`config.mk`:
```
export PLATFORM = sky130hd
export DESIGN_NAME = hrsm_repeater
export DESIGN_NICKNAME = d
export VERILOG_FILES = /design/src/rtl/hrsm_pkg.sv /design/src/rtl/hrsm_fifo.sv /design/src/rtl/hrsm_repeater.sv
export VERILOG_INCLUDE_DIRS = /design/src /design/src/rtl
export SDC_FILE = /design/constraint.sdc
export NUM_CORES = 1
export LEC_CHECK = 0
export ABC_CLOCK_PERIOD_IN_PS = 3200
export BUFFER_PORTS_ARGS = -buffer_cell sky130_fd_sc_hd__buf_2
export CORE_UTILIZATION = 38
export CTS_CLUSTER_SIZE = 16
export DETAILED_ROUTE_END_ITERATION = 16
export PLACE_DENSITY = 0.63
export RECOVER_POWER = 100
export SETUP_SLACK_MARGIN = 0.05
export SKIP_CTS_REPAIR_TIMING = 1
export SLEW_MARGIN = 20
export SYNTH_ARGS = -nofsm -noshare
export SYNTH_HDL_FRONTEND = slang
export SYNTH_HIERARCHICAL = 1
export SYNTH_SLANG_ARGS = --single-unit
```
`constraint.sdc`:
```
create_clock -name clk -period 3.2 [get_ports clk]
set_input_delay 0.64 -clock clk [delete_from_list [all_inputs] [get_ports clk]]
set_output_delay 0.64 -clock clk [all_outputs]
set_load 0.005 [all_outputs]
```
`src/rtl/hrsm_defs.svh`:
```
// Constants of the hub repeater state machine: sizes, state codes and timing counts
`ifndef HRSM_DEFS_SVH
`define HRSM_DEFS_SVH

// Structure sizes
`define HRSM_PORTS 4
`define HRSM_DATA_W 8
`define HRSM_FIFO_DEPTH 8

// State codes, Gray ordered along wait-up, repeat-down, wait-any, repeat-up
`define HRSM_ST_AWAIT_UP 2'h0
`define HRSM_ST_REP_DOWN 2'h1
`define HRSM_ST_AWAIT_ANY 2'h3
`define HRSM_ST_REP_UP 2'h2

// Hub clock period and bit times, in picoseconds
`define HRSM_CLK_PERIOD_PS 20000
`define HRSM_FS_BIT_PS 83334
`define HRSM_LS_BIT_PS 666667

// Least times round up to whole cycles
`define HRSM_FS_BIT_CYC ((`HRSM_FS_BIT_PS + `HRSM_CLK_PERIOD_PS - 1) / `HRSM_CLK_PERIOD_PS)
`define HRSM_LS_BIT_CYC ((`HRSM_LS_BIT_PS + `HRSM_CLK_PERIOD_PS - 1) / `HRSM_CLK_PERIOD_PS)
`define HRSM_CNT_W 6

`endif

```
`src/rtl/hrsm_pkg.sv`:
```
// Types shared by the hub repeater state machine and its bench
package hrsm_pkg;
`include "hrsm_defs.svh"

    // Repeater connectivity states
    typedef enum logic [1:0] {
        ST_AWAIT_UPSTREAM_START = `HRSM_ST_AWAIT_UP,
        ST_REPEAT_DOWNSTREAM_DIR = `HRSM_ST_REP_DOWN,
        ST_AWAIT_ANY_START = `HRSM_ST_AWAIT_ANY,
        ST_REPEAT_UPSTREAM_DIR = `HRSM_ST_REP_UP
    } hrsm_state_e;

    typedef logic [`HRSM_PORTS-1:0] hrsm_port_t;

    // One repeated data word and its packet-end mark
    typedef struct packed {
        logic [`HRSM_DATA_W-1:0] data;
        logic last;
    } hrsm_word_s;

    // Upstream receiver state levels
    typedef struct packed {
        logic busReset;
        logic suspend;
        logic resume;
    } hrsm_rx_state_s;

    // Frame timer indications
    typedef struct packed {
        logic firstFrameEndPoint;
        logic secondFrameEndPoint;
        logic locked;
    } hrsm_frame_s;
endpackage

```
`src/rtl/hrsm_fifo.sv`:
```
// Repeat-path FIFO with valid/ready on both sides
`timescale 1ns/1ps
module hrsm_fifo #(
    parameter int WIDTH = 9,
    parameter int DEPTH = 8
) (
    // Clock and reset
    input wire logic clk,
    input wire logic rst_n,
    // Fill side
    input wire logic [WIDTH-1:0] inData,
    input wire logic inValid,
    output logic inReady,
    // Drain side
    output logic [WIDTH-1:0] outData,
    output logic outValid,
    input wire logic outReady,
    // Status
    output logic empty
);
    localparam int AW = $clog2(DEPTH);

    logic [WIDTH-1:0] mem [DEPTH];
    logic [AW-1:0] wrPtr;
    logic [AW-1:0] rdPtr;
    logic [AW:0] count;
    logic doWrite;
    logic doRead;

    // Handshakes; full and empty follow the occupancy count
    assign inReady = (count != (AW+1)'(DEPTH));
    assign outValid = (count != '0);
    assign empty = (count == '0);
    assign doWrite = inValid && inReady;
    assign doRead = outValid && outReady;
    assign outData = mem[rdPtr];

    // Storage has no reset; only words under the count are ever read
    always_ff @(posedge clk) begin
        if (doWrite) begin
            mem[wrPtr] <= inData;
        end
    end

    // Pointers wrap at the depth, which need not be a power of two
    always_ff @(posedge clk) begin
        if (!rst_n) begin
            wrPtr <= '0;
            rdPtr <= '0;
        end else begin
            if (doWrite) begin
                wrPtr <= (wrPtr == AW'(DEPTH - 1)) ? '0 : wrPtr + AW'(1);
            end
            if (doRead) begin
                rdPtr <= (rdPtr == AW'(DEPTH - 1)) ? '0 : rdPtr + AW'(1);
            end
        end
    end

    // Occupancy
    always_ff @(posedge clk) begin
        if (!rst_n) begin
            count <= '0;
        end else if (doWrite && !doRead) begin
            count <= count + (AW+1)'(1);
        end else if (doRead && !doWrite) begin
            count <= count - (AW+1)'(1);
        end
    end
endmodule

```
`src/rtl/hrsm_repeater.sv`:
```
// Hub repeater state machine: connectivity direction, packet ends and repeat-path FIFO
//
// Behaviour
// - Receiver bus reset sends the repeater to await upstream start from any state.
// - Awaiting any start, frame timer at or past first point goes to await upstream.
// - Repeating upstream, the second frame end point goes to await upstream start.
// - Repeating downstream, upstream packet end while unlocked goes to await upstream.
// - Awaiting upstream start: no connectivity, downstream ignored, only upstream start.
// - Upstream packet start in either wait state enters downstream repeating.
// - Receiver resume from either wait or upstream repeating enters downstream repeating.
// - Downstream repeating connects all enabled ports; entry puts them in transmit.
// - Repeating upstream, downstream packet end returns to await any start.
// - Repeating downstream, upstream packet end while locked returns to await any start.
// - Receiver suspend from await upstream or downstream repeating goes to await any.
// - Awaiting any start: no connectivity, watch upstream and every enabled port.
// - Awaiting any start, enabled downstream port start enters upstream repeating.
// - Upstream repeating drives source port upstream; entry activates upstream transmitter.
// - Still upstream repeating at second point disables source port as babbling.
// - High-speed packet end is buffer drained, resume-end exit or receiver interval end.
// - Downstream packet end is raised when the transmitter enters idle drive.
// - Each frame end point indication holds from its point to frame end.
// - Packet start is the Idle-to-K edge; at high speed, after selector validation.
// - Upstream repeating holds past the first point until packet end or second point.
// - High-speed packet-end transitions wait until the last buffered bit is repeated.
// - Full/low-speed packet-end transitions wait for J driven one bit time.
`timescale 1ns/1ps
`include "hrsm_defs.svh"
module hrsm_repeater
    import hrsm_pkg::*;
(
    // Hub clock and synchronous reset
    input wire logic clk,
    input wire logic rst_n,
    // Upstream receiver state and frame timer, hub clock domain
    input wire hrsm_rx_state_s rxState,
    input wire hrsm_frame_s frame,
    // Link speed
    input wire logic hsMode,
    input wire logic lowSpeed,
    // Packet start events
    input wire logic upIdleToK,
    input wire logic upHsPacketStart,
    input wire hrsm_port_t dsIdleToK,
    input wire hrsm_port_t dsHsPacketStart,
    input wire hrsm_port_t portEnabled,
    // Packet end sources
    input wire logic bufferDrained,
    input wire hrsm_port_t sendResumeEnd,
    input wire logic receiverIntervalEnd,
    input wire logic upFsIdleEdge,
    input wire logic txDriveIdle,
    // Repeated data in from the connected source
    input wire hrsm_word_s srcWord,
    input wire logic srcValid,
    output logic srcReady,
    // Repeated data out to the transmitter
    output hrsm_word_s sinkWord,
    output logic sinkValid,
    input wire logic sinkReady,
    // Connectivity and port control
    output hrsm_state_e repState,
    output hrsm_port_t dsConnect,
    output logic usConnect,
    output hrsm_port_t sourcePort,
    output hrsm_port_t dsTransmitStart,
    output logic usTxActivate,
    output hrsm_port_t babbleDisable
);

    ////////////////////////////////////////////////////////////////////////////////
    // Helpers

    // Lowest-numbered port of a mask, one-hot; ties between colliding starts go low
    function automatic hrsm_port_t pick_lowest(input hrsm_port_t mask);
        hrsm_port_t res;
        res = '0;
        for (int i = `HRSM_PORTS - 1; i >= 0; i--) begin
            if (mask[i]) begin
                res = '0;
                res[i] = 1'b1;
            end
        end
        return res;
    endfunction

    // Bit time in hub clocks for the current signalling rate
    function automatic logic [`HRSM_CNT_W-1:0] bit_cycles(input logic slow);
        return slow ? `HRSM_CNT_W'(`HRSM_LS_BIT_CYC) : `HRSM_CNT_W'(`HRSM_FS_BIT_CYC);
    endfunction

    hrsm_state_e state;
    hrsm_state_e next_state;
    logic startUp;
    hrsm_port_t startDown;
    logic hsPacketEnd;
    logic driveIdleSeen;
    logic driveIdleEntry;
    logic rawEnd;
    logic endPending;
    logic [`HRSM_CNT_W-1:0] endCount;
    logic endDone;
    logic fifoEmpty;
    logic connected;
    logic fifoInValid;
    logic fifoInReady;
    logic [$bits(hrsm_word_s)-1:0] fifoOut;

    ////////////////////////////////////////////////////////////////////////////////
    // Event decoding

    // Start events: Idle-to-K edge, or the selector's validated start at high speed
    assign startUp = hsMode ? upHsPacketStart : upIdleToK;
    assign startDown = (hsMode ? dsHsPacketStart : dsIdleToK) & portEnabled;

    // High-speed end is any of the three sources
    assign hsPacketEnd = bufferDrained || (|sendResumeEnd) || receiverIntervalEnd;

    // Downstream end fires on entry of the transmitter into idle drive
    always_ff @(posedge clk) begin
        if (!rst_n) begin
            driveIdleSeen <= 1'b0;
        end else begin
            driveIdleSeen <= txDriveIdle;
        end
    end
    assign driveIdleEntry = txDriveIdle && !driveIdleSeen;

    // Raw end matters only in the state that waits for it from that direction
    always_comb begin
        rawEnd = 1'b0;
        if (state == ST_REPEAT_DOWNSTREAM_DIR) begin
            rawEnd = hsMode ? hsPacketEnd : upFsIdleEdge;
        end else if (state == ST_REPEAT_UPSTREAM_DIR) begin
            rawEnd = hsMode ? hsPacketEnd : driveIdleEntry;
        end
    end

    ////////////////////////////////////////////////////////////////////////////////
    // Packet-end qualification

    // A raw end is held pending; leaving the repeating state drops it
    always_ff @(posedge clk) begin
        if (!rst_n) begin
            endPending <= 1'b0;
        end else if (next_state != state) begin
            endPending <= 1'b0;
        end else if (rawEnd) begin
            endPending <= 1'b1;
        end
    end

    // Counts J for one bit time at full/low speed
    always_ff @(posedge clk) begin
        if (!rst_n) begin
            endCount <= '0;
        end else if (rawEnd && !endPending) begin
            endCount <= bit_cycles(lowSpeed);
        end else if (endPending && endCount != '0) begin
            endCount <= endCount - `HRSM_CNT_W'(1);
        end
    end

    // High speed waits for the FIFO to hold no unrepeated word
    assign endDone = endPending && (hsMode ? (fifoEmpty && !fifoInValid)
                                           : (endCount == '0));

    ////////////////////////////////////////////////////////////////////////////////
    // State machine

    always_comb begin
        next_state = state;
        case (state)
            ST_AWAIT_UPSTREAM_START: begin
                // Downstream starts are not looked at here
                if (rxState.resume || startUp) begin
                    next_state = ST_REPEAT_DOWNSTREAM_DIR;
                end else if (rxState.suspend) begin
                    next_state = ST_AWAIT_ANY_START;
                end
            end
            ST_REPEAT_DOWNSTREAM_DIR: begin
                if (rxState.suspend) begin
                    next_state = ST_AWAIT_ANY_START;
                end else if (endDone && frame.locked) begin
                    next_state = ST_AWAIT_ANY_START;
                end else if (endDone) begin
                    next_state = ST_AWAIT_UPSTREAM_START;
                end
            end
            ST_AWAIT_ANY_START: begin
                // An upstream start at the first point is still taken, so an SOF is never missed
                if (rxState.resume || startUp) begin
                    next_state = ST_REPEAT_DOWNSTREAM_DIR;
                end else if (frame.firstFrameEndPoint) begin
                    next_state = ST_AWAIT_UPSTREAM_START;
                end else if (startDown != '0) begin
                    next_state = ST_REPEAT_UPSTREAM_DIR;
                end
            end
            ST_REPEAT_UPSTREAM_DIR: begin
                // The first point alone does not end this state
                if (frame.secondFrameEndPoint) begin
                    next_state = ST_AWAIT_UPSTREAM_START;
                end else if (rxState.resume) begin
                    next_state = ST_REPEAT_DOWNSTREAM_DIR;
                end else if (endDone) begin
                    next_state = ST_AWAIT_ANY_START;
                end
            end
            default: begin
                next_state = ST_AWAIT_UPSTREAM_START;
            end
        endcase
        if (rxState.busReset) begin
            next_state = ST_AWAIT_UPSTREAM_START;
        end
    end

    // State register; reset lands in the upstream wait, like a bus reset
    always_ff @(posedge clk) begin
        if (!rst_n) begin
            state <= ST_AWAIT_UPSTREAM_START;
        end else begin
            state <= next_state;
        end
    end
    assign repState = state;

    ////////////////////////////////////////////////////////////////////////////////
    // Connectivity outputs

    // Source port is caught on entry to upstream repeating
    always_ff @(posedge clk) begin
        if (!rst_n) begin
            sourcePort <= '0;
        end else if (next_state == ST_REPEAT_UPSTREAM_DIR && state != ST_REPEAT_UPSTREAM_DIR) begin
            sourcePort <= pick_lowest(startDown);
        end else if (next_state != ST_REPEAT_UPSTREAM_DIR) begin
            sourcePort <= '0;
        end
    end

    // Connectivity levels follow the next state so they line up with it
    always_ff @(posedge clk) begin
        if (!rst_n) begin
            dsConnect <= '0;
            usConnect <= 1'b0;
        end else begin
            dsConnect <= (next_state == ST_REPEAT_DOWNSTREAM_DIR) ? portEnabled : '0;
            usConnect <= (next_state == ST_REPEAT_UPSTREAM_DIR);
        end
    end

    // Entry pulses: enabled ports to transmit, upstream transmitter to active
    always_ff @(posedge clk) begin
        if (!rst_n) begin
            dsTransmitStart <= '0;
            usTxActivate <= 1'b0;
        end else begin
            dsTransmitStart <= (next_state == ST_REPEAT_DOWNSTREAM_DIR && state != ST_REPEAT_DOWNSTREAM_DIR)
                               ? portEnabled : '0;
            usTxActivate <= (next_state == ST_REPEAT_UPSTREAM_DIR && state != ST_REPEAT_UPSTREAM_DIR);
        end
    end

    // Babble: still repeating upstream at the second point, bus reset excepted
    always_ff @(posedge clk) begin
        if (!rst_n) begin
            babbleDisable <= '0;
        end else begin
            babbleDisable <= (state == ST_REPEAT_UPSTREAM_DIR && frame.secondFrameEndPoint && !rxState.busReset)
                             ? sourcePort : '0;
        end
    end

    ////////////////////////////////////////////////////////////////////////////////
    // Repeat path

    // Words enter the FIFO only while connected; otherwise the source is held off, and buffered words still drain
    assign connected = (state == ST_REPEAT_DOWNSTREAM_DIR) || (state == ST_REPEAT_UPSTREAM_DIR);
    assign fifoInValid = srcValid && connected;
    assign srcReady = fifoInReady && connected;

    hrsm_fifo #(
        .WIDTH($bits(hrsm_word_s)),
        .DEPTH(`HRSM_FIFO_DEPTH)
    ) u_fifo (
        .clk(clk),
        .rst_n(rst_n),
        .inData(srcWord),
        .inValid(fifoInValid),
        .inReady(fifoInReady),
        .outData(fifoOut),
        .outValid(sinkValid),
        .outReady(sinkReady),
        .empty(fifoEmpty)
    );
    assign sinkWord = hrsm_word_s'(fifoOut);
endmodule

```
==> flow_summary.ini <==
[outcome]
status = finished, final reports clean

[pwr]
cellPowerDensity_nw_per_um2 = 695
p_leak_nw = 2.18
fin_total_pwr_w = 0.00420
ir_drop_mv = 0.338

[logic_synthesis]
ys_async_sr_fraction_pct = 0
synth_seq_area_share_pct = 60.1
synthFlopType = edfxtp_1
synth_edf_count = 72
synth-seq-cells = 113
synth.top_cell.area_share_pct = 43.6
yosys.area.top_type = edfxtp_1
synth_nets = 394
syn-cell-area_sq_um = 4960
ys_warn_count = 6
syn_area_per_cell_sq_um = 14.7
yosys-top-cells-area = edfxtp_1 44%, dfxtp_1 17%, mux4_1 9.5%, ha_1 3.3%, mux2_2 2.7%
synth_cell_type_count = 62
syn_inst = 337

[floorplan]
initial_core_util_pct = 39.1
rows = 41
die_h_um = 116
die_w_um = 116
coreArea_sq_um = 12700
die_area_sq_um = 13500
top_level_ports = 74

[cells_and_area]
layout-drive-gt1-share_pct = 22.1
seqCellArea_sq_um = 2980
antennaDiodeCount = 0
final_cells = 611
nFillCells = 1154
multi_input_area_sq_um = 1830
mostFrequentLayoutCells = 72 x edfxtp_1, 43 x buf_2, 41 x dfxtp_1, 41 x clkbuf_1, 25 x nand2_1
nNetsFinal = 483
post-route-util_pct = 47.7
final_common_cell = edfxtp_1
areaGrowthSynthToFinish_pct = 21.8

[grt]
track_usage_pct = 16.1
grt_max_degree = 19
overflow = 0
antenna_found_initial = 0
grt_pass1_vias = 3219
grt_pass1_wl_um = 15900

[critical_path]
cpPeakStageDelay_ns = 0.62
worstPathRequired_ns = 2.56
cp_data_arrival_time_ns = 2.29
rr_worst_depth = 9
cp-end-kind = output port
path_cells = clkbuf_2, mux4_1, mux2_1, buf_2
crit_type = register to output port
cpMaxStageDelayCell = mux4_1
crit_fanout = 18
start_kind = register

[sta]
slew_headroom_pct = 50.6
setup_tns_ns = 0
fmax_mhz = 341
clock_skew_ns = 0.00960
fin_crit_ns = 2.93
holdWs_ns = 0.456
rsz0062_at_grt = no
post-route-period-util_pct = 91.6
finalMaxSlewViolations = 0
finalSetupViolCount = 0
hold_viol_final = 0
worst_pin_slew_ns = 0.741

[cts]
clk_latency_ns = 0.40
clk_pin_slew_worst_paths_ns = 0.05
cts_tree = done
cts_sinks = 113
cts_root_buf = clkbuf_16
numCtsBuffers = 17
clockBufferDepth = 2
htree_levels = 4

[job]
cap_violations = 0

[routing]
drc = 0
wl_per_cell_um = 16.0
totalWireLength_um = 9790
dr_total_vias = 3089
vias_per_cell = 5.06
antenna_left = 0
first_iter_violations = 185
detail_route.first_pass.iterations = 4

[min_path]
hold_depth = 2
hold_class = primary input to register

[place]
gp_congestion = 0.806
io_buffers = 73
place_inst = 579
place_hpwl_um = 6620
[final timing paths]
| check | start | end | slack [ns] |
|---|---|---|---|
| min reg2reg | sourcePort[3] | sourcePort[3] | 0.48 |
| max reg2reg | repState[1] | sourcePort[3] | 0.31 |
| max | register | sinkWord[2] | 0.27 |
| min | txDriveIdle | driveIdleSeen | 0.46 |
[layout make-up]
type / count / area share [%]
clock buffer: 22 / 7.68
clock inverter: 10 / 2.24
inverter: 13 / 0.808
multi-input combinational: 198 / 30.2
sequential: 113 / 49.4
tap: 172 / 3.56
timing repair buffer: 83 / 6.13
[critical path, delay by kind of cell (launching register included)]
| kind | cells | cell delay (ns) |
|---|---|---|
| DFF | 1 | 0.30 |
| buffers and inverters | 2 | 0.63 |
| muxes | 2 | 0.96 |
[cells in the mapped netlist (3+ instances only)]
master,count
nor3b_1,5
dfxtp_1,41
or3_1,4
nand2_2,4
inv_1,13
nor3_1,11
and3_1,4
a31oi_1,4
o21ai_0,3
xnor2_1,6
and2_1,10
nand2_1,24
a21boi_0,5
mux2_2,12
ha_1,13
edfxtp_1,72
nand2b_1,4
buf_2,3
nand3_1,7
a21oi_1,5
nor2_1,15
clkbuf_1,6
nand4b_1,3
mux4_1,18
[stage by stage]
step / worst slack (ns) / instance area, sq um
floorplan: 0.688 / 4960
global placement: 0.453 / 5530
detailed placement: 0.384 / 5530
CTS: 0.371 / 6130
global route: 0.0869 / 6040
finish: 0.268 / 6040
[routing by layer]
metal	global-route usage [%]	up-vias	share of wire, %
met5	0	-	0
li1	-	1485	-
met4	4.19	0	1.1
met3	6.38	7	5.6
met2	27.0	96	48
met1	19.2	1501	45
[cells by family (layout without fill, tap and decap cells)]
family / Yosys count / after routing / synth area share, %
flip-flops: 113 / 113 / 60.1
AND/OR/NAND/NOR: 107 / 107 / 12.0
AO/OA/AOI/OAI: 36 / 36 / 7.11
multiplexers: 33 / 33 / 13.0
buffers and inverters: 26 / 128 / 2.67
adder cells (fa/ha/maj): 14 / 14 / 3.68
XOR/XNOR: 8 / 8 / 1.41
[sequential cells by signal (all words and copies together) (netlist names), named ones only]
| signal | count |
|---|---|
| endCount | 6 |
| u_fifo/rdPtr | 3 |
| endPending | 1 |
| babbleDisable | 4 |
| dsTransmitStart | 4 |
| driveIdleSeen | 1 |
| u_fifo/wrPtr | 3 |
| repState | 2 |
| usTxActivate | 1 |
| sourcePort | 4 |
| u_fifo/mem | 72 |
| usConnect | 1 |
| u_fifo/count | 4 |
| dsConnect | 4 |
[power by group]
part           internal (W)  total, W  switching [W]  leakage (nW)
combinational      0.000330  0.000664       0.000334         0.919
sequential          0.00161   0.00166      0.0000485         0.982
clock               0.00126   0.00187       0.000616         0.284
Note: power is estimated with default switching activity, not from simulation.
